==> src/cse_params.svh <==
`ifndef CSE_PARAMS_SVH
`define CSE_PARAMS_SVH

// Register port offsets
`define CSE_REG_ACC 4'h0
`define CSE_REG_IDX 4'h1
`define CSE_REG_SP 4'h2
`define CSE_REG_CCR 4'h3
`define CSE_REG_PC_HI 4'h4
`define CSE_REG_PC_LO 4'h5
`define CSE_REG_STATUS 4'h6
`define CSE_REG_EA_HI 4'h7
`define CSE_REG_EA_LO 4'h8

// Condition flag bit positions
`define CSE_CCR_C 0
`define CSE_CCR_Z 1
`define CSE_CCR_N 2
`define CSE_CCR_I 3
`define CSE_CCR_H 4
`define CSE_CCR_ONES 3'h7

// Stack page and pointer
`define CSE_STACK_PAGE 10'h003
`define CSE_SP_TOP 6'h3f

// Vector slots (high byte first, low byte at slot plus one)
`define CSE_VEC_RESET 16'h0ffe
`define CSE_VEC_SWI 16'h0ffc
`define CSE_VEC_EXT 16'h0ffa
`define CSE_VEC_TMR 16'h0ff8

// Byte counts of stack frames, and index of the last vector byte
`define CSE_INT_BYTES 3'h5
`define CSE_CALL_BYTES 3'h2
`define CSE_LAST_VEC 3'h1

// Implemented program address width
`define CSE_ADDR_W 12

`endif

==> src/cse_pkg.sv <==
`default_nettype none
package cse_pkg;

	// Commands from the instruction sequencer
	typedef enum logic [4:0] {
		CMD_NOP, CMD_FETCH, CMD_JMP, CMD_BRA, CMD_ADD, CMD_ADC, CMD_SUB, CMD_AND,
		CMD_ORA, CMD_EOR, CMD_LDA, CMD_LDX, CMD_INC, CMD_DEC, CMD_ASL, CMD_LSR,
		CMD_ROL, CMD_ROR, CMD_BTST, CMD_RSP, CMD_CLI, CMD_SEI, CMD_WAIT, CMD_SWI,
		CMD_RTI, CMD_JSR, CMD_RTS
	} cse_cmd_t;

	// Indexed address forms
	typedef enum logic [1:0] {IDX_NONE, IDX_OFF8, IDX_OFF16} cse_idx_mode_t;

	// Sequencer states
	typedef enum logic [2:0] {ST_RUN, ST_PUSH, ST_PULL_RD, ST_PULL_CAP, ST_VEC_RD, ST_VEC_CAP} cse_state_t;

	// Kind of stack or vector sequence in progress
	typedef enum logic [2:0] {K_INT, K_JSR, K_RTI, K_RTS, K_RESET} cse_kind_t;

endpackage : cse_pkg
`default_nettype wire

==> src/cse_core.sv <==
// Functional notes
// - Six-bit stack pointer, wraps within 64 bytes
// - Reset and stack reset load pointer 00FF
// - Decrement after push, increment before pull
// - Stack address is 0000000011 plus pointer
// - Call uses two bytes, interrupt five
// - Accumulator and index survive reset
// - Indexed address: none, 8-bit, 16-bit offset
// - Program counter increments, jumps load target
// - Five flags, upper three read one
// - Half carry from bit 3 on adds
// - Mask set after stacking, before vector
// - Masked requests stay pending until unmasked
// - Return from interrupt restores all registers
// - Reset sets mask; clear-mask or wait clear
// - Negative flag copies result bit 7
// - Zero flag set on zero result
// - Carry from arithmetic, shifts, bit tests
// - Interrupts wait for instruction completion
// - Take interrupt only unmasked and enabled
// - Highest hardware vector served first; a hardware request beats a software interrupt in the same cycle
// - Four vector slots FFE FFC FFA FF8
// - Software interrupt ignores the mask
// - Reset sets mask and loads reset vector
//
// Strobed register access and the placing of the registers were left to the implementer.
`include "cse_params.svh"
`timescale 1ns/1ps
`default_nettype none
module cse_core #(
	parameter int ADDR_W = `CSE_ADDR_W
) (
	// Clock and reset
	input wire logic ref_clk,
	input wire logic rst,
	input wire logic int_reset,
	// Instruction sequencer
	input wire logic cmd_valid,
	input wire cse_pkg::cse_cmd_t cmd,
	input wire logic [7:0] cmd_data,
	input wire logic [15:0] cmd_addr,
	input wire logic instr_done,
	output logic cmd_ready,
	// Indexed addressing
	input wire cse_pkg::cse_idx_mode_t idx_mode,
	input wire logic [15:0] idx_offset,
	output logic [15:0] eff_addr,
	// Interrupt sources
	input wire logic ext_irq_flag,
	input wire logic ext_irq_en,
	input wire logic tmr_irq_flag,
	input wire logic tmr_irq_en,
	output logic ext_vec_ack,
	output logic tmr_vec_ack,
	// Memory bus for stacking and vector fetch
	output logic [15:0] mem_addr,
	output logic [7:0] mem_wdata,
	output logic mem_we,
	output logic mem_re,
	input wire logic [7:0] mem_rdata,
	// Register port
	input wire logic [3:0] reg_addr,
	input wire logic [7:0] reg_wdata,
	input wire logic reg_wr,
	input wire logic reg_rd,
	output logic [7:0] reg_rdata
);
	import cse_pkg::*;

	// Refuse address widths that cannot hold the vector table
	generate
		if (ADDR_W < 12 || ADDR_W > 16) begin : g_bad_width
			$error("cse_core: ADDR_W must be 12 to 16");
		end
	endgenerate

	cse_state_t state_q; // Sequencer state
	cse_kind_t kind_q; // Sequence in progress
	logic [2:0] cnt_q; // Byte index within sequence
	logic [15:0] vec_q; // Vector slot being fetched
	logic [7:0] hold_q; // High byte awaiting its partner
	logic [15:0] tgt_q; // Call target held during push
	logic [5:0] sp_q; // Stack pointer, writable bits only
	logic [ADDR_W-1:0] pc_q; // Program counter
	logic [7:0] acc_q; // Accumulator, no reset
	logic [7:0] idx_q; // Index register, no reset
	logic h_q, n_q, z_q, c_q; // Result flags, no reset
	logic imask_q; // Interrupt mask
	logic [15:0] ea_q; // Effective address
	logic ext_ack_q, tmr_ack_q; // Vector fetch acknowledges

	logic [15:0] pc16; // Program counter widened
	logic [7:0] condition_flags_reg; // Full condition byte
	logic [5:0] sp_inc; // Pointer plus one
	logic ext_pend, tmr_pend, hw_pend; // Enabled requests
	logic take_irq; // Interrupt taken at boundary
	logic cmd_go; // Command accepted
	logic run; // Idle between sequences
	logic [2:0] pull_sel; // Frame slot of pulled byte
	logic last_push, last_pull; // Final byte of a frame
	logic [7:0] push_byte; // Byte written to stack
	logic [15:0] pull_pc; // Pulled or fetched address

	// ALU results
	logic [7:0] alu_res;
	logic alu_c, alu_h, alu_wr_a, alu_upd_c, alu_upd_h, alu_upd_nz;
	logic [8:0] sum9;
	logic [4:0] half5;

	assign pc16 = 16'(pc_q);
	assign condition_flags_reg = {`CSE_CCR_ONES, h_q, imask_q, n_q, z_q, c_q};
	assign sp_inc = sp_q + 6'h01;
	assign ext_pend = ext_irq_flag && ext_irq_en;
	assign tmr_pend = tmr_irq_flag && tmr_irq_en;
	assign hw_pend = ext_pend || tmr_pend;
	assign run = (state_q == ST_RUN);
	// A request only counts at an instruction boundary while unmasked
	assign take_irq = run && instr_done && !imask_q && hw_pend;
	assign cmd_ready = run && !take_irq && !int_reset;
	assign cmd_go = cmd_valid && cmd_ready;
	// Return from subroutine reuses the last two slots of the frame
	assign pull_sel = (kind_q == K_RTS) ? cnt_q + 3'h3 : cnt_q;
	assign last_push = (kind_q == K_JSR) ? (cnt_q == `CSE_CALL_BYTES - 3'h1)
		: (cnt_q == `CSE_INT_BYTES - 3'h1);
	assign last_pull = (kind_q == K_RTS) ? (cnt_q == `CSE_CALL_BYTES - 3'h1)
		: (cnt_q == `CSE_INT_BYTES - 3'h1);
	assign pull_pc = {hold_q, mem_rdata};
	assign ext_vec_ack = ext_ack_q;
	assign tmr_vec_ack = tmr_ack_q;
	assign eff_addr = ea_q;

	// Byte pushed in each slot of the frame
	always_comb begin
		case (cnt_q)
			3'h0: push_byte = pc16[7:0];
			3'h1: push_byte = pc16[15:8];
			3'h2: push_byte = idx_q;
			3'h3: push_byte = acc_q;
			default: push_byte = condition_flags_reg;
		endcase
	end

	// Memory bus drive from sequencer state
	always_comb begin
		mem_addr = 16'h0000;
		mem_wdata = 8'h00;
		mem_we = 1'b0;
		mem_re = 1'b0;
		case (state_q)
			ST_PUSH: begin
				mem_addr = {`CSE_STACK_PAGE, sp_q};
				mem_wdata = push_byte;
				mem_we = 1'b1;
			end
			ST_PULL_RD: begin
				mem_addr = {`CSE_STACK_PAGE, sp_inc};
				mem_re = 1'b1;
			end
			ST_VEC_RD: begin
				mem_addr = vec_q + 16'(cnt_q);
				mem_re = 1'b1;
			end
			default: begin
				mem_addr = 16'h0000;
			end
		endcase
	end

	// Accumulator operations and their flag effects
	always_comb begin
		alu_res = acc_q;
		alu_c = c_q;
		alu_h = h_q;
		alu_wr_a = 1'b0;
		alu_upd_c = 1'b0;
		alu_upd_h = 1'b0;
		alu_upd_nz = 1'b0;
		sum9 = 9'h000;
		half5 = 5'h00;
		case (cmd)
			CMD_ADD, CMD_ADC: begin
				// Carry in only for add with carry
				sum9 = {1'b0, acc_q} + {1'b0, cmd_data} + {8'h00, (cmd == CMD_ADC) && c_q};
				half5 = {1'b0, acc_q[3:0]} + {1'b0, cmd_data[3:0]} + {4'h0, (cmd == CMD_ADC) && c_q};
				alu_res = sum9[7:0];
				alu_c = sum9[8];
				alu_h = half5[4];
				alu_wr_a = 1'b1;
				alu_upd_c = 1'b1;
				alu_upd_h = 1'b1;
				alu_upd_nz = 1'b1;
			end
			CMD_SUB: begin
				// Borrow shows as carry
				sum9 = {1'b0, acc_q} - {1'b0, cmd_data};
				alu_res = sum9[7:0];
				alu_c = sum9[8];
				alu_wr_a = 1'b1;
				alu_upd_c = 1'b1;
				alu_upd_nz = 1'b1;
			end
			CMD_AND: begin
				alu_res = acc_q & cmd_data;
				alu_wr_a = 1'b1;
				alu_upd_nz = 1'b1;
			end
			CMD_ORA: begin
				alu_res = acc_q | cmd_data;
				alu_wr_a = 1'b1;
				alu_upd_nz = 1'b1;
			end
			CMD_EOR: begin
				alu_res = acc_q ^ cmd_data;
				alu_wr_a = 1'b1;
				alu_upd_nz = 1'b1;
			end
			CMD_LDA: begin
				alu_res = cmd_data;
				alu_wr_a = 1'b1;
				alu_upd_nz = 1'b1;
			end
			CMD_LDX: begin
				// Result goes to index; flags follow the loaded byte
				alu_res = cmd_data;
				alu_upd_nz = 1'b1;
			end
			CMD_INC, CMD_DEC: begin
				// Carry is left alone
				alu_res = (cmd == CMD_INC) ? acc_q + 8'h01 : acc_q - 8'h01;
				alu_wr_a = 1'b1;
				alu_upd_nz = 1'b1;
			end
			CMD_ASL, CMD_ROL: begin
				alu_res = {acc_q[6:0], (cmd == CMD_ROL) && c_q};
				alu_c = acc_q[7];
				alu_wr_a = 1'b1;
				alu_upd_c = 1'b1;
				alu_upd_nz = 1'b1;
			end
			CMD_LSR, CMD_ROR: begin
				alu_res = {(cmd == CMD_ROR) && c_q, acc_q[7:1]};
				alu_c = acc_q[0];
				alu_wr_a = 1'b1;
				alu_upd_c = 1'b1;
				alu_upd_nz = 1'b1;
			end
			CMD_BTST: begin
				// Tested bit of the operand lands in carry
				alu_c = cmd_data[cmd_addr[2:0]];
				alu_upd_c = 1'b1;
			end
			default: begin
				alu_res = acc_q;
			end
		endcase
	end

	// Sequencer: interrupt entry, calls, returns, vector fetch
	always_ff @(posedge ref_clk or posedge rst) begin
		if (rst) begin
			state_q <= ST_VEC_RD;
			kind_q <= K_RESET;
			cnt_q <= 3'h0;
			vec_q <= `CSE_VEC_RESET;
		end else if (int_reset) begin
			// Internal reset abandons any sequence
			state_q <= ST_VEC_RD;
			kind_q <= K_RESET;
			cnt_q <= 3'h0;
			vec_q <= `CSE_VEC_RESET;
		end else begin
			case (state_q)
				ST_RUN: begin
					cnt_q <= 3'h0;
					if (take_irq) begin
						state_q <= ST_PUSH;
						kind_q <= K_INT;
					end else if (cmd_go && cmd == CMD_SWI) begin
						state_q <= ST_PUSH;
						kind_q <= K_INT;
						vec_q <= `CSE_VEC_SWI;
					end else if (cmd_go && cmd == CMD_JSR) begin
						state_q <= ST_PUSH;
						kind_q <= K_JSR;
					end else if (cmd_go && cmd == CMD_RTI) begin
						state_q <= ST_PULL_RD;
						kind_q <= K_RTI;
					end else if (cmd_go && cmd == CMD_RTS) begin
						state_q <= ST_PULL_RD;
						kind_q <= K_RTS;
					end
				end
				ST_PUSH: begin
					if (!last_push) begin
						cnt_q <= cnt_q + 3'h1;
					end else if (kind_q == K_JSR) begin
						state_q <= ST_RUN;
					end else begin
						// Source chosen only after stacking, highest slot first
						state_q <= ST_VEC_RD;
						cnt_q <= 3'h0;
						if (vec_q != `CSE_VEC_SWI) begin
							vec_q <= ext_pend ? `CSE_VEC_EXT : `CSE_VEC_TMR;
						end
					end
				end
				ST_PULL_RD: begin
					state_q <= ST_PULL_CAP;
				end
				ST_PULL_CAP: begin
					if (last_pull) begin
						state_q <= ST_RUN;
					end else begin
						state_q <= ST_PULL_RD;
						cnt_q <= cnt_q + 3'h1;
					end
				end
				ST_VEC_RD: begin
					state_q <= ST_VEC_CAP;
				end
				ST_VEC_CAP: begin
					if (cnt_q == `CSE_LAST_VEC) begin
						state_q <= ST_RUN;
						vec_q <= 16'h0000;
					end else begin
						state_q <= ST_VEC_RD;
						cnt_q <= cnt_q + 3'h1;
					end
				end
				default: begin
					state_q <= ST_RUN;
				end
			endcase
		end
	end

	// Call target capture
	always_ff @(posedge ref_clk or posedge rst) begin
		if (rst) begin
			tgt_q <= 16'h0000;
		end else if (cmd_go && cmd == CMD_JSR) begin
			tgt_q <= cmd_addr;
		end
	end

	// High byte holding for two-byte reads
	always_ff @(posedge ref_clk or posedge rst) begin
		if (rst) begin
			hold_q <= 8'h00;
		end else if (state_q == ST_VEC_CAP || state_q == ST_PULL_CAP) begin
			hold_q <= mem_rdata;
		end
	end

	// Stack pointer
	always_ff @(posedge ref_clk or posedge rst) begin
		if (rst) begin
			sp_q <= `CSE_SP_TOP;
		end else if (int_reset || (cmd_go && cmd == CMD_RSP)) begin
			sp_q <= `CSE_SP_TOP;
		end else if (state_q == ST_PUSH) begin
			// Wraps from the bottom of the page back to the top
			sp_q <= sp_q - 6'h01;
		end else if (state_q == ST_PULL_RD) begin
			sp_q <= sp_inc;
		end
	end

	// Program counter
	always_ff @(posedge ref_clk or posedge rst) begin
		if (rst) begin
			pc_q <= '0;
		end else if (state_q == ST_VEC_CAP && cnt_q == `CSE_LAST_VEC) begin
			pc_q <= pull_pc[ADDR_W-1:0];
		end else if (state_q == ST_PULL_CAP && pull_sel == 3'h4) begin
			pc_q <= pull_pc[ADDR_W-1:0];
		end else if (state_q == ST_PUSH && kind_q == K_JSR && last_push) begin
			pc_q <= tgt_q[ADDR_W-1:0];
		end else if (cmd_go && cmd == CMD_FETCH) begin
			pc_q <= pc_q + 1'b1;
		end else if (cmd_go && cmd == CMD_JMP) begin
			pc_q <= cmd_addr[ADDR_W-1:0];
		end else if (cmd_go && cmd == CMD_BRA) begin
			// Relative branch with signed byte offset
			pc_q <= pc_q + ADDR_W'({{8{cmd_data[7]}}, cmd_data});
		end
	end

	// Accumulator and index, deliberately without reset
	always_ff @(posedge ref_clk) begin
		if (state_q == ST_PULL_CAP && pull_sel == 3'h1) begin
			acc_q <= mem_rdata;
		end else if (state_q == ST_PULL_CAP && pull_sel == 3'h2) begin
			idx_q <= mem_rdata;
		end else if (reg_wr && reg_addr == `CSE_REG_ACC) begin
			acc_q <= reg_wdata;
		end else if (reg_wr && reg_addr == `CSE_REG_IDX) begin
			idx_q <= reg_wdata;
		end else if (cmd_go && alu_wr_a) begin
			acc_q <= alu_res;
		end else if (cmd_go && cmd == CMD_LDX) begin
			idx_q <= alu_res;
		end
	end

	// Result flags, untouched by reset
	always_ff @(posedge ref_clk) begin
		if (state_q == ST_PULL_CAP && pull_sel == 3'h0) begin
			h_q <= mem_rdata[`CSE_CCR_H];
			n_q <= mem_rdata[`CSE_CCR_N];
			z_q <= mem_rdata[`CSE_CCR_Z];
			c_q <= mem_rdata[`CSE_CCR_C];
		end else if (cmd_go) begin
			if (alu_upd_h) begin
				h_q <= alu_h;
			end
			if (alu_upd_c) begin
				c_q <= alu_c;
			end
			if (alu_upd_nz) begin
				n_q <= alu_res[7];
				z_q <= (alu_res == 8'h00);
			end
		end
	end

	// Interrupt mask
	always_ff @(posedge ref_clk or posedge rst) begin
		if (rst) begin
			imask_q <= 1'b1;
		end else if (int_reset) begin
			imask_q <= 1'b1;
		end else if (state_q == ST_PUSH && kind_q == K_INT && last_push) begin
			imask_q <= 1'b1;
		end else if (state_q == ST_PULL_CAP && pull_sel == 3'h0) begin
			imask_q <= mem_rdata[`CSE_CCR_I];
		end else if (cmd_go && (cmd == CMD_CLI || cmd == CMD_WAIT)) begin
			imask_q <= 1'b0;
		end else if (cmd_go && cmd == CMD_SEI) begin
			imask_q <= 1'b1;
		end
	end

	// Vector fetch acknowledges, one cycle on the low byte
	always_ff @(posedge ref_clk or posedge rst) begin
		if (rst) begin
			ext_ack_q <= 1'b0;
			tmr_ack_q <= 1'b0;
		end else begin
			ext_ack_q <= (state_q == ST_VEC_CAP) && (cnt_q == `CSE_LAST_VEC) && (vec_q == `CSE_VEC_EXT);
			tmr_ack_q <= (state_q == ST_VEC_CAP) && (cnt_q == `CSE_LAST_VEC) && (vec_q == `CSE_VEC_TMR);
		end
	end

	// Effective address for indexed operands
	always_ff @(posedge ref_clk or posedge rst) begin
		if (rst) begin
			ea_q <= 16'h0000;
		end else begin
			case (idx_mode)
				IDX_NONE: ea_q <= {8'h00, idx_q};
				IDX_OFF8: ea_q <= {8'h00, idx_q} + {8'h00, idx_offset[7:0]};
				IDX_OFF16: ea_q <= {8'h00, idx_q} + idx_offset;
				default: ea_q <= {8'h00, idx_q};
			endcase
		end
	end

	// Register read port, data one cycle after the strobe
	always_ff @(posedge ref_clk or posedge rst) begin
		if (rst) begin
			reg_rdata <= 8'h00;
		end else if (reg_rd) begin
			case (reg_addr)
				`CSE_REG_ACC: reg_rdata <= acc_q;
				`CSE_REG_IDX: reg_rdata <= idx_q;
				`CSE_REG_SP: reg_rdata <= {2'b11, sp_q};
				`CSE_REG_CCR: reg_rdata <= condition_flags_reg;
				`CSE_REG_PC_HI: reg_rdata <= pc16[15:8];
				`CSE_REG_PC_LO: reg_rdata <= pc16[7:0];
				`CSE_REG_STATUS: reg_rdata <= {4'h0, !run, ext_pend, tmr_pend, imask_q};
				`CSE_REG_EA_HI: reg_rdata <= ea_q[15:8];
				`CSE_REG_EA_LO: reg_rdata <= ea_q[7:0];
				default: reg_rdata <= 8'h00;
			endcase
		end else begin
			reg_rdata <= 8'h00;
		end
	end

endmodule : cse_core
`default_nettype wire

==> config.mk <==
export PLATFORM = sky130hd
export DESIGN_NAME = cse_core
export DESIGN_NICKNAME = d
export VERILOG_FILES = /design/src/cse_pkg.sv /design/src/cse_core.sv
export VERILOG_INCLUDE_DIRS = /design/src
export SDC_FILE = /design/constraint.sdc
export NUM_CORES = 1
export LEC_CHECK = 0
export BUFFER_PORTS_ARGS = -buffer_cell sky130_fd_sc_hd__buf_4
export CAP_MARGIN = 30
export CORE_MARGIN = 4
export CORE_UTILIZATION = 45
export DETAILED_ROUTE_END_ITERATION = 6
export PLACE_DENSITY_LB_ADDON = 0.15
export RECOVER_POWER = 50
export SLEW_MARGIN = 20
export SYNTH_ARGS = -nofsm -noshare
export SYNTH_HDL_FRONTEND = slang
export SYNTH_SLANG_ARGS = --single-unit
==> constraint.sdc <==
create_clock -name ref_clk -period 7.9 [get_ports ref_clk]
set_input_delay 0 -clock ref_clk [delete_from_list [all_inputs] [get_ports ref_clk]]
set_output_delay 0 -clock ref_clk [all_outputs]
set_load 0.01 [all_outputs]
---- Yosys cells after proc, flatten, opt, wreduce, memory -nomap -nowiden ----
Cells that the tools add are included.
word-level totals
  input port bits ......................... 78
  bits in registers ....................... 106
  output and inout port bits .............. 53
operators by class
  bitwise logic cells ..................... 4
  $lt $le $gt $ge ......................... 1
  equal/unequal tests ..................... 67
  add/subtract/negate cells ............... 16
  muxes and demuxes ....................... 90
  reduce and logical (&&, ||, !) cells .... 83
operator list
  kind                                                                        count
  8-bit case mux with 9 select lines                                          2
  16-bit 2-to-1 mux                                                           7
  8-bit 2-to-1 mux                                                            13
  16-bit case mux with 3 select lines                                         2
  12-bit 2-to-1 mux                                                           6
  3-bit 2-to-1 mux                                                            22
  5-bit == test (second input constant)                                       11
  5-bit by 4-bit == test with 1-bit output (second input constant)            8
  1-bit logical AND                                                           36
  16-bit by 12-bit == test with 1-bit output (second input constant)          2
  16-bit case mux with 2 select lines                                         1
  8-bit case mux with 4 select lines                                          1
  1-bit 2-to-1 mux                                                            27
  3-bit inequality test (second input constant)                               9
  5-bit by 3-bit == test with 1-bit output (second input constant)            4
  8-bit by 8-bit adder with 9-bit output                                      2
  3-bit by 2-bit == test with 1-bit output (second input constant)            6
  6-bit 2-to-1 mux                                                            3
  3-bit case mux with 6 select lines                                          1
  6-bit nonzero test                                                          3
  16-bit by 3-bit adder with 16-bit output                                    1
  8-bit by 16-bit adder with 16-bit output                                    1
  4-bit by 3-bit == test with 1-bit output (second input constant)            4
  16-bit by 12-bit inequality test with 1-bit output (second input constant)  1
  other kinds (51)                                                            88

---- Longest topological paths before layout ----
Gate-level depths: netlist of the first run.
  depth after elaboration ................. 16
  mapped depth ............................ 14
  gate-level depth less buffers ........... 12

---- Least setup slack after synthesis of the first run ----
No wires, ideal clock.
  path kind ............................... flip-flop to flip-flop
  start ................................... register acc_q[0]
  end ..................................... register z_q (data pin)
  clock period less this slack ............ 2.902 ns
  path buffers ............................ 1
  setup slack ............................. 4.998 ns
  cell stages (with the launch flop) ...... 13
  arrival ................................. 2.646 ns
  path through ............................ edfxtp_1 > clkbuf_1 > inv_1 > fa_1 > fa_1 > nand2b_1 > a21oi_1 > a31oi_1 > nand2_1 > nor3b_1 > o32a_1 > nor2_1 > a32o_1
between the ends
  word-level cells in the longest chain between the ends .. 7
ends and longest elaborated chain
  item                                                                        RTL line                          source
  start: declaration                                                          cse_core.sv:85                    logic [7:0] acc_q;
  start signal: assignment                                                    cse_core.sv:392                   acc_q <= mem_rdata;
  start signal: assignment                                                    cse_core.sv:396                   acc_q <= reg_wdata;
  start signal: assignment                                                    cse_core.sv:400                   acc_q <= alu_res;
  8-bit by 8-bit adder with 9-bit output, or another cell as far along        cse_core.sv:183                   sum9 = {1'b0, acc_q} + {1'b0, cmd_data} + {8'h00, (cmd == CMD_ADC) && c_q};
  9-bit by 1-bit adder with 9-bit output or 8-bit 2-to-1 mux (tied branches)  cse_core.sv:183, cse_core.sv:229
  8-bit case mux with 9 select lines *                                        cse_core.sv:180                   case (cmd)
  8-bit zero test *                                                           cse_core.sv:422                   z_q <= (alu_res == 8'h00);
  1-bit 2-to-1 mux *                                                          cse_core.sv:420                   if (alu_upd_nz) begin
  1-bit 2-to-1 mux *                                                          cse_core.sv:413                   end else if (cmd_go) begin
  1-bit 2-to-1 mux *                                                          cse_core.sv:408                   if (state_q == ST_PULL_CAP && pull_sel == 3'h0) begin
  end signal: assignment                                                      cse_core.sv:411                   z_q <= mem_rdata[`CSE_CCR_Z];
  end signal: assignment                                                      cse_core.sv:422
  end: declaration                                                            cse_core.sv:87                    logic h_q, n_q, z_q, c_q;
Mark *: on every way between the ends. The rest lies on a longest branch, timed or not. The select of a mux whose other input is x is not followed.
A chain may end at the register's enable or synchronous reset.

---- Final worst setup path of the first run ----
  start ................................... register cnt_q[0]
  end ..................................... register idx_q[0], enable pin
between the ends
  word-level cells in the longest chain between the ends .. 6
ends and longest elaborated chain
  item                                                                                                  RTL line                          source
  start: declaration                                                                                    cse_core.sv:79                    logic [2:0] cnt_q;
  start signal: assignment                                                                              cse_core.sv:295                   cnt_q <= cnt_q + 3'h1;
  start signal: assignment                                                                              cse_core.sv:315                   cnt_q <= cnt_q + 3'h1;
  start signal: assignment                                                                              cse_core.sv:327                   cnt_q <= cnt_q + 3'h1;
  3-bit by 2-bit adder with 3-bit output                                                                cse_core.sv:122                   assign pull_sel = (kind_q == K_RTS) ? cnt_q + 3'h3 : cnt_q;
  3-bit 2-to-1 mux *                                                                                    cse_core.sv:122
  3-bit by 2-bit == test with 1-bit output or 3-bit by 1-bit == test with 1-bit output (tied branches)  cse_core.sv:393, cse_core.sv:391
  1-bit logical AND (on tied branches)                                                                  cse_core.sv:393, cse_core.sv:391
  3-bit inequality test (no source line), or another cell as far along                                  -
  4-bit AND reduction (no source line) *                                                                -
  end signal: assignment                                                                                cse_core.sv:394                   idx_q <= mem_rdata;
  end signal: assignment                                                                                cse_core.sv:398                   idx_q <= reg_wdata;
  end signal: assignment                                                                                cse_core.sv:402                   idx_q <= alu_res;
  end: declaration                                                                                      cse_core.sv:86                    logic [7:0] idx_q;
Mark *: on every way between the ends. The rest lies on a longest branch, timed or not.

==> results.py, run 1 <==
metrics = {
    "worst_setup_path": {
        "cp.required_ns": 7.89,
        "crit_type": "flip-flop to flip-flop",
        "crit_path_end_kind": "flip-flop",
        "critPathMaxFanout": 18,
        "start_kind": "flip-flop",
        "arrival_ns": 3.86,
    },
    "die": {
        "die_y_um": 150,
        "start_util": 0.461,
        "num_rows": 51,
        "die_area_um2": 22400,
        "ios": 131,
        "die_w_um": 150,
        "core_area_um2": 19600,
    },
    "pwr": {
        "p_seq_frac": 0.328,
        "switching_share": 0.414,
        "clock_power_share": 0.211,
        "p_per_area_nw_per_um2": 209,
        "switchingPower_w": 0.000909,
        "p_leak_nw": 4.49,
        "internal-power_w": 0.00129,
        "ir_drop_uv": 155,
        "p_comb_frac": 0.462,
    },
    "timing": {
        "slew_violations": 60,
        "layout_min_cycle_time_ns": 3.87,
        "period_share": 0.490,
        "setup_viol": 0,
        "fin_setup_tns_ns": 0,
        "fin_skew_ns": 0.00835,
        "max_freq_ghz": 0.258,
        "worst_pin_slew_ns": 3.24,
        "slew_headroom": -1.16,
        "grt_setup_unrepaired": "false",
        "hold_viol": 0,
    },
    "drt": {
        "antenna_left": 0,
        "drt-total-wl_um": 31400,
        "via_per_inst": 6.07,
        "dr.pass1.iters": 5,
        "vias": 9073,
        "initialDrtViolationCount": 741,
        "wire_per_inst_um": 21.0,
        "drc_errors": 0,
    },
    "cts": {
        "cts-root-buf": "clkbuf_16",
        "insertion_delay_ns": 0.36,
        "cts_tree": "yes",
        "cts_buffers": 9,
        "clockBufferDepth": 2,
        "clk_pin_slew_ns": 0.07,
        "cts.sinks": 93,
        "htreeDepth": 3,
        "cts_resized": 0,
    },
    "cells_and_area": {
        "areaGrowthSynthToFinish_pct": 16.3,
        "drive_above_1_share": 0.145,
        "final_cell_mix": "nand2_1, nor2_1, buf_4, a21oi_1, ha_1",
        "n_antenna_cell": 0,
        "nNetsFinal": 1375,
        "utilization": 0.536,
        "stdcell_count": 1495,
        "final_common_cell": "nand2_1",
    },
    "placement": {
        "placed_cells": 1450,
        "place.gp.congestion": 0.983,
        "place_hpwl_um": 23900,
        "io_buffer_count": 123,
    },
    "synth": {
        "synth_area_um2": 9030,
        "async_reset_ff_frac": 0.785,
        "syn_area_per_cell_um2": 8.04,
        "postSynthRegisterBits": 93,
        "yosysWarningCount": 0,
        "synthFlopType": "dfrtp_1",
        "synth_edf_count": 20,
        "ys_seq_area_frac": 0.271,
        "yosysUniqueCellTypes": 88,
        "syn-instance-count": 1122,
    },
    "hold_path": {
        "hold_class": "primary input to flip-flop",
    },
    "status": {
        "status": "complete, but fails checks",
        "violations": "capacitance limit, slew limit",
    },
    "grt": {
        "overflow": 0,
        "grt_pass1_vias": 8444,
        "grt_pass1_wl_um": 48200,
        "grt_max_degree": 60,
        "antenna_found_initial": 0,
        "grt.total_usage": 0.278,
    },
    "flow_run": {
        "drv_cap": 1,
    },
}
final cells by class:
cell class / count / area [um^2]
clock buffers: 10 / 229
inverters: 48 / 180
multi-input cells: 917 / 6100
well taps: 265 / 332
clock inverters: 6 / 77.6
fillers: 1906 / 9100
repair buffers: 156 / 1130
flip-flops and latches: 93 / 2440
cell families (layout without fill, tap and decap cells):
kind of cell,Yosys count,count (layout),synth area share
compound gates,316,316,0.237
xor+xnor,46,46,0.0446
fa+ha+maj,72,72,0.106
buf+inv,114,220,0.0546
flops,93,93,0.271
mux,38,38,0.0488
other cells,1,3,0.000415
simple gates,442,442,0.239
state kept, by name (all words and copies together), names as in the netlist, 3 cells and up:
name / cells
sp_q: 6
vec_q: 3
cnt_q: 3
reg_rdata: 8
eff_addr: 16
pc_q: 12
idx_q: 8
acc_q: 8
hold_q: 4
kind_q: 3
tgt_q: 12
state_q: 3
final timing paths:
path / cells past startpoint / to / slack, ns / start
max: 9 / idx_q[0] / 4.03 / cnt_q[0]
min: 3 / pc_q[7] / 0.005 / mem_rdata[7]
max reg2reg: 9 / idx_q[0] / 4.03 / cnt_q[0]
min reg2reg: 2 / hold_q[2] / 0.49 / hold_q[2]
max in group asynchronous: 4 / pc_q[2] / 4.20 / rst
min in group asynchronous: 3 / ext_vec_ack / 0.25 / rst
Yosys cell counts (18+ instances only):
master | n | area (um^2)
o21ai_0 | 63 | 315
dfrtp_1 | 61 | 1530
nand3_1 | 25 | 125
nand2_1 | 139 | 522
mux2_2 | 18 | 203
clkbuf_1 | 37 | 139
nor2_1 | 122 | 458
nor3_1 | 28 | 140
a21oi_1 | 65 | 325
xnor2_1 | 24 | 210
a31oi_1 | 24 | 150
o22ai_1 | 23 | 144
nor2b_1 | 20 | 125
inv_1 | 48 | 180
edfxtp_1 | 20 | 601
ha_1 | 65 | 813
xor2_1 | 22 | 193
layer usage:
metal / track usage / part of all wire / vias up
met2: 0.432 / 0.45 / 402
met1: 0.392 / 0.44 / 4317
met3: 0.0418 / 0.081 / 63
met5: 0 / 0 / -
met4: 0.101 / 0.030 / 0
li1: - / - / 4291
power by group through the flow:
stage | registers [W] | logic [W] | clock network (W)
after floorplan | 0.000637 | 0.000730 | 0
after global placement | 0.000723 | 0.000987 | 0
after detailed placement | 0.000723 | 0.000998 | 0
after CTS | 0.000714 | 0.00102 | 0.000468
after global routing | 0.000727 | 0.00113 | 0.000487
final | 0.000719 | 0.00101 | 0.000463
metrics by stage:
stage | hold WS [ns] | power [W] | cell area, um^2 | worst slack [ns]
after floorplan | 0.122 | 0.00137 | 9030 | 5.00
after global placement | -0.0175 | 0.00171 | 10000 | 4.13
after detailed placement | -0.0174 | 0.00172 | 10000 | 4.11
after CTS | 0.000340 | 0.00220 | 10600 | 4.14
after global routing | 0.0304 | 0.00234 | 10500 | 3.43
final | 0.00545 | 0.00220 | 10500 | 4.03
worst max-delay path: stages, from the launching register on:
cell	delay (ns)
dfrtp_1	0.57
inv_1	0.22
ha_1	0.27
nor2_1	0.16
nand2_1	0.10
o22ai_1	0.24
nand4_1	0.65
o21ai_0	0.27
nand2_1	0.30
a21oi_1	0.74
what timing repair did:
action                    4_1_cts  5_1_grt
hold endpoints to repair       46        0
buffers inserted                0        0
hold buffers                   28        0
(Power assumes the default switching activity.)
==> inputs of run 2 (changes only) <==
==> constraint.sdc (replaced) <==
create_clock -name ref_clk -period 3.5 [get_ports ref_clk]
set_input_delay 0 -clock ref_clk [delete_from_list [all_inputs] [get_ports ref_clk]]
set_output_delay 0 -clock ref_clk [all_outputs]
set_load 0.01 [all_outputs]
==> run 2 against run 1 <==
  * The flow still finishes with violations (capacitance limit, slew limit)
  * Sequential cell count unchanged
  * Non-clock buffer count is 27 higher
  * Sequential power is 120% higher
  * Critical endpoint is now eff_addr[12]
  * Clock power up 120%
  * Clock-buffer cell count is 1 lower
  * Register-to-register slack got worse by 3.7 ns
==> results.py, run 2 (synthesis results as in run 1) <==
metrics = {
    "cts": {
        "cts_tree": "yes",
        "cts.sinks": 93,
        "cts-root-buf": "clkbuf_16",
        "clk_pin_slew_ns": 0.07,
        "htreeDepth": 3,
        "insertion_delay_ns": 0.36,
        "clockBufferDepth": 2,
        "cts_resized": 0,
        "cts_buffers": 9,
    },
    "pwr": {
        "switchingPower_w": 0.00207,
        "internal-power_w": 0.00294,
        "p_per_area_nw_per_um2": 468,
        "clock_power_share": 0.206,
        "p_comb_frac": 0.483,
        "ir_drop_uv": 415,
        "switching_share": 0.413,
        "p_seq_frac": 0.311,
        "p_leak_nw": 4.62,
    },
    "die": {
        "start_util": 0.461,
        "die_y_um": 150,
        "num_rows": 51,
        "die_area_um2": 22400,
        "die_w_um": 150,
        "core_area_um2": 19600,
        "ios": 131,
    },
    "timing": {
        "worst_slack_ns": 0.330,
        "slew_headroom": -0.193,
        "layout_min_cycle_time_ns": 3.17,
        "slew_violations": 34,
        "fin_skew_ns": 0.00880,
        "fin_setup_tns_ns": 0,
        "grt_setup_unrepaired": "false",
        "worst_pin_slew_ns": 1.79,
        "max_freq_ghz": 0.315,
        "hold_viol": 0,
        "setup_viol": 0,
        "period_share": 0.906,
        "hold_slack_ns": 0.0229,
    },
    "worst_setup_path": {
        "reg2reg_slack_ns": 0.33,
        "max_stage_delay_ns": 0.55,
        "start_kind": "flip-flop",
        "cp-startpoint": "idx_q[0]",
        "path_depth": 11,
        "r2r-end": "eff_addr[12]",
        "cp_slowest_cell": "dlygate4sd3_1",
        "crit_family": "compound AO/OA/AOI/OAI gates",
        "cp_cell_sequence": "ha_1 > fa_1 > a21o_1 > a21oi_1 > o21bai_1 > a21oi_1 > o21ai_0 > nand3_1 > xor2_1 > dlygate4sd3_1 > nor2_1",
        "r2r_cells": 11,
        "worst-path-buf-inv": 1,
        "cp.required_ns": 3.74,
        "crit_end": "eff_addr[12]",
        "crit_top_cell": "a21oi_1",
        "critPathMaxFanout": 5,
        "arrival_ns": 3.41,
        "crit_type": "flip-flop to flip-flop",
        "crit_path_end_kind": "flip-flop",
        "r2r-start": "idx_q[0]",
    },
    "drt": {
        "antenna_left": 0,
        "drt-total-wl_um": 31300,
        "initialDrtViolationCount": 742,
        "via_per_inst": 5.96,
        "wire_per_inst_um": 20.6,
        "vias": 9067,
        "drc_errors": 0,
        "dr.pass1.iters": 7,
    },
    "grt": {
        "overflow": 0,
        "grt.total_usage": 0.278,
        "grt_pass1_wl_um": 48300,
        "grt_max_degree": 34,
        "antenna_found_initial": 0,
        "grt_pass1_vias": 8636,
    },
    "cells_and_area": {
        "final_common_cell": "nand2_1",
        "areaGrowthSynthToFinish_pct": 18.5,
        "n_antenna_cell": 0,
        "nFillCells": 1901,
        "final_area_um2": 10700,
        "largest_reg_flops": 16,
        "drive_above_1_share": 0.161,
        "final_cell_mix": "nand2_1, buf_4, nor2_1, a21oi_1, ha_1",
        "stdcell_count": 1522,
        "nNetsFinal": 1402,
    },
    "placement": {
        "place.gp.congestion": 0.983,
        "place_hpwl_um": 24300,
        "pre_cts_ws_ns": 0.305,
        "placed_cells": 1476,
        "placed_area_um2": 10200,
        "io_buffer_count": 123,
    },
    "hold_path": {
        "hold_class": "primary input to flip-flop",
    },
    "status": {
        "violations": "capacitance limit, slew limit",
        "status": "complete, but fails checks",
    },
    "flow_run": {
        "drv_cap": 1,
    },
}
## run 2: layout make-up
class	instances	area, um^2	share of cell area
Sequential cell	93	2440	0.228
Inverter	48	180	0.0168
Tap cell	265	332	0.0310
Clock inverter	7	85.1	0.00795
Multi-Input combinational cell	917	6090	0.570
Clock buffer	9	225	0.0211
Timing Repair Buffer	183	1340	0.125
## run 2: through the flow
step,total power (W),util
after floorplan,0.00309,-
after detailed placement,0.00397,0.521
after global placement,0.00393,0.520
after CTS,0.00503,0.553
final,0.00501,0.546
after global routing,0.00534,0.546
## run 2: timing repair
item / in CTS / in global routing
setup buffers: 0 / 0
hold buffers: 30 / 0
hold endpoints to repair: 72 / 0
## run 2: power by group through the flow
stage	clock network [W]	logic, W	registers, W
6_report	0.00103	0.00242	0.00156
5_1_grt	0.00110	0.00267	0.00157
4_1_cts	0.00105	0.00243	0.00155
3_5_place_dp	0	0.00239	0.00157
3_3_place_gp	0	0.00236	0.00157
2_1_floorplan	0	0.00165	0.00144
## run 2: worst min-delay path by stage
stage | end | depth (start not counted) | slack [ns] | startpoint
after floorplan | pc_q[5] | 2 | 0.12 | mem_rdata[5]
after global placement | tgt_q[3] | 2 | 0.25 | cmd_addr[3]
after detailed placement | ext_vec_ack | 2 | -0.004 | rst
after CTS | pc_q[4] | 3 | 0.01 | mem_rdata[4]
after global routing | pc_q[4] | 3 | 0.04 | mem_rdata[4]
final | vec_q[1] | 3 | 0.02 | ext_irq_en
## run 2: per-layer routing
layer	part of all wire	vias to the layer above	wire, um	GRT usage
li1	-	4334	-	-
met1	0.43	4265	13400	0.393
met2	0.45	414	14200	0.434
met3	0.093	54	2920	0.0512
met4	0.025	0	779	0.0833
met5	0	-	0	0
## run 2: worst register-to-register path: cells and delay by family (launching register included)
kind | cells | cell delay, ns
compound gates | 5 | 0.98
fa+ha+maj | 2 | 0.68
buf+inv | 1 | 0.55
flops | 1 | 0.49
simple gates | 2 | 0.23
xor+xnor | 1 | 0.14
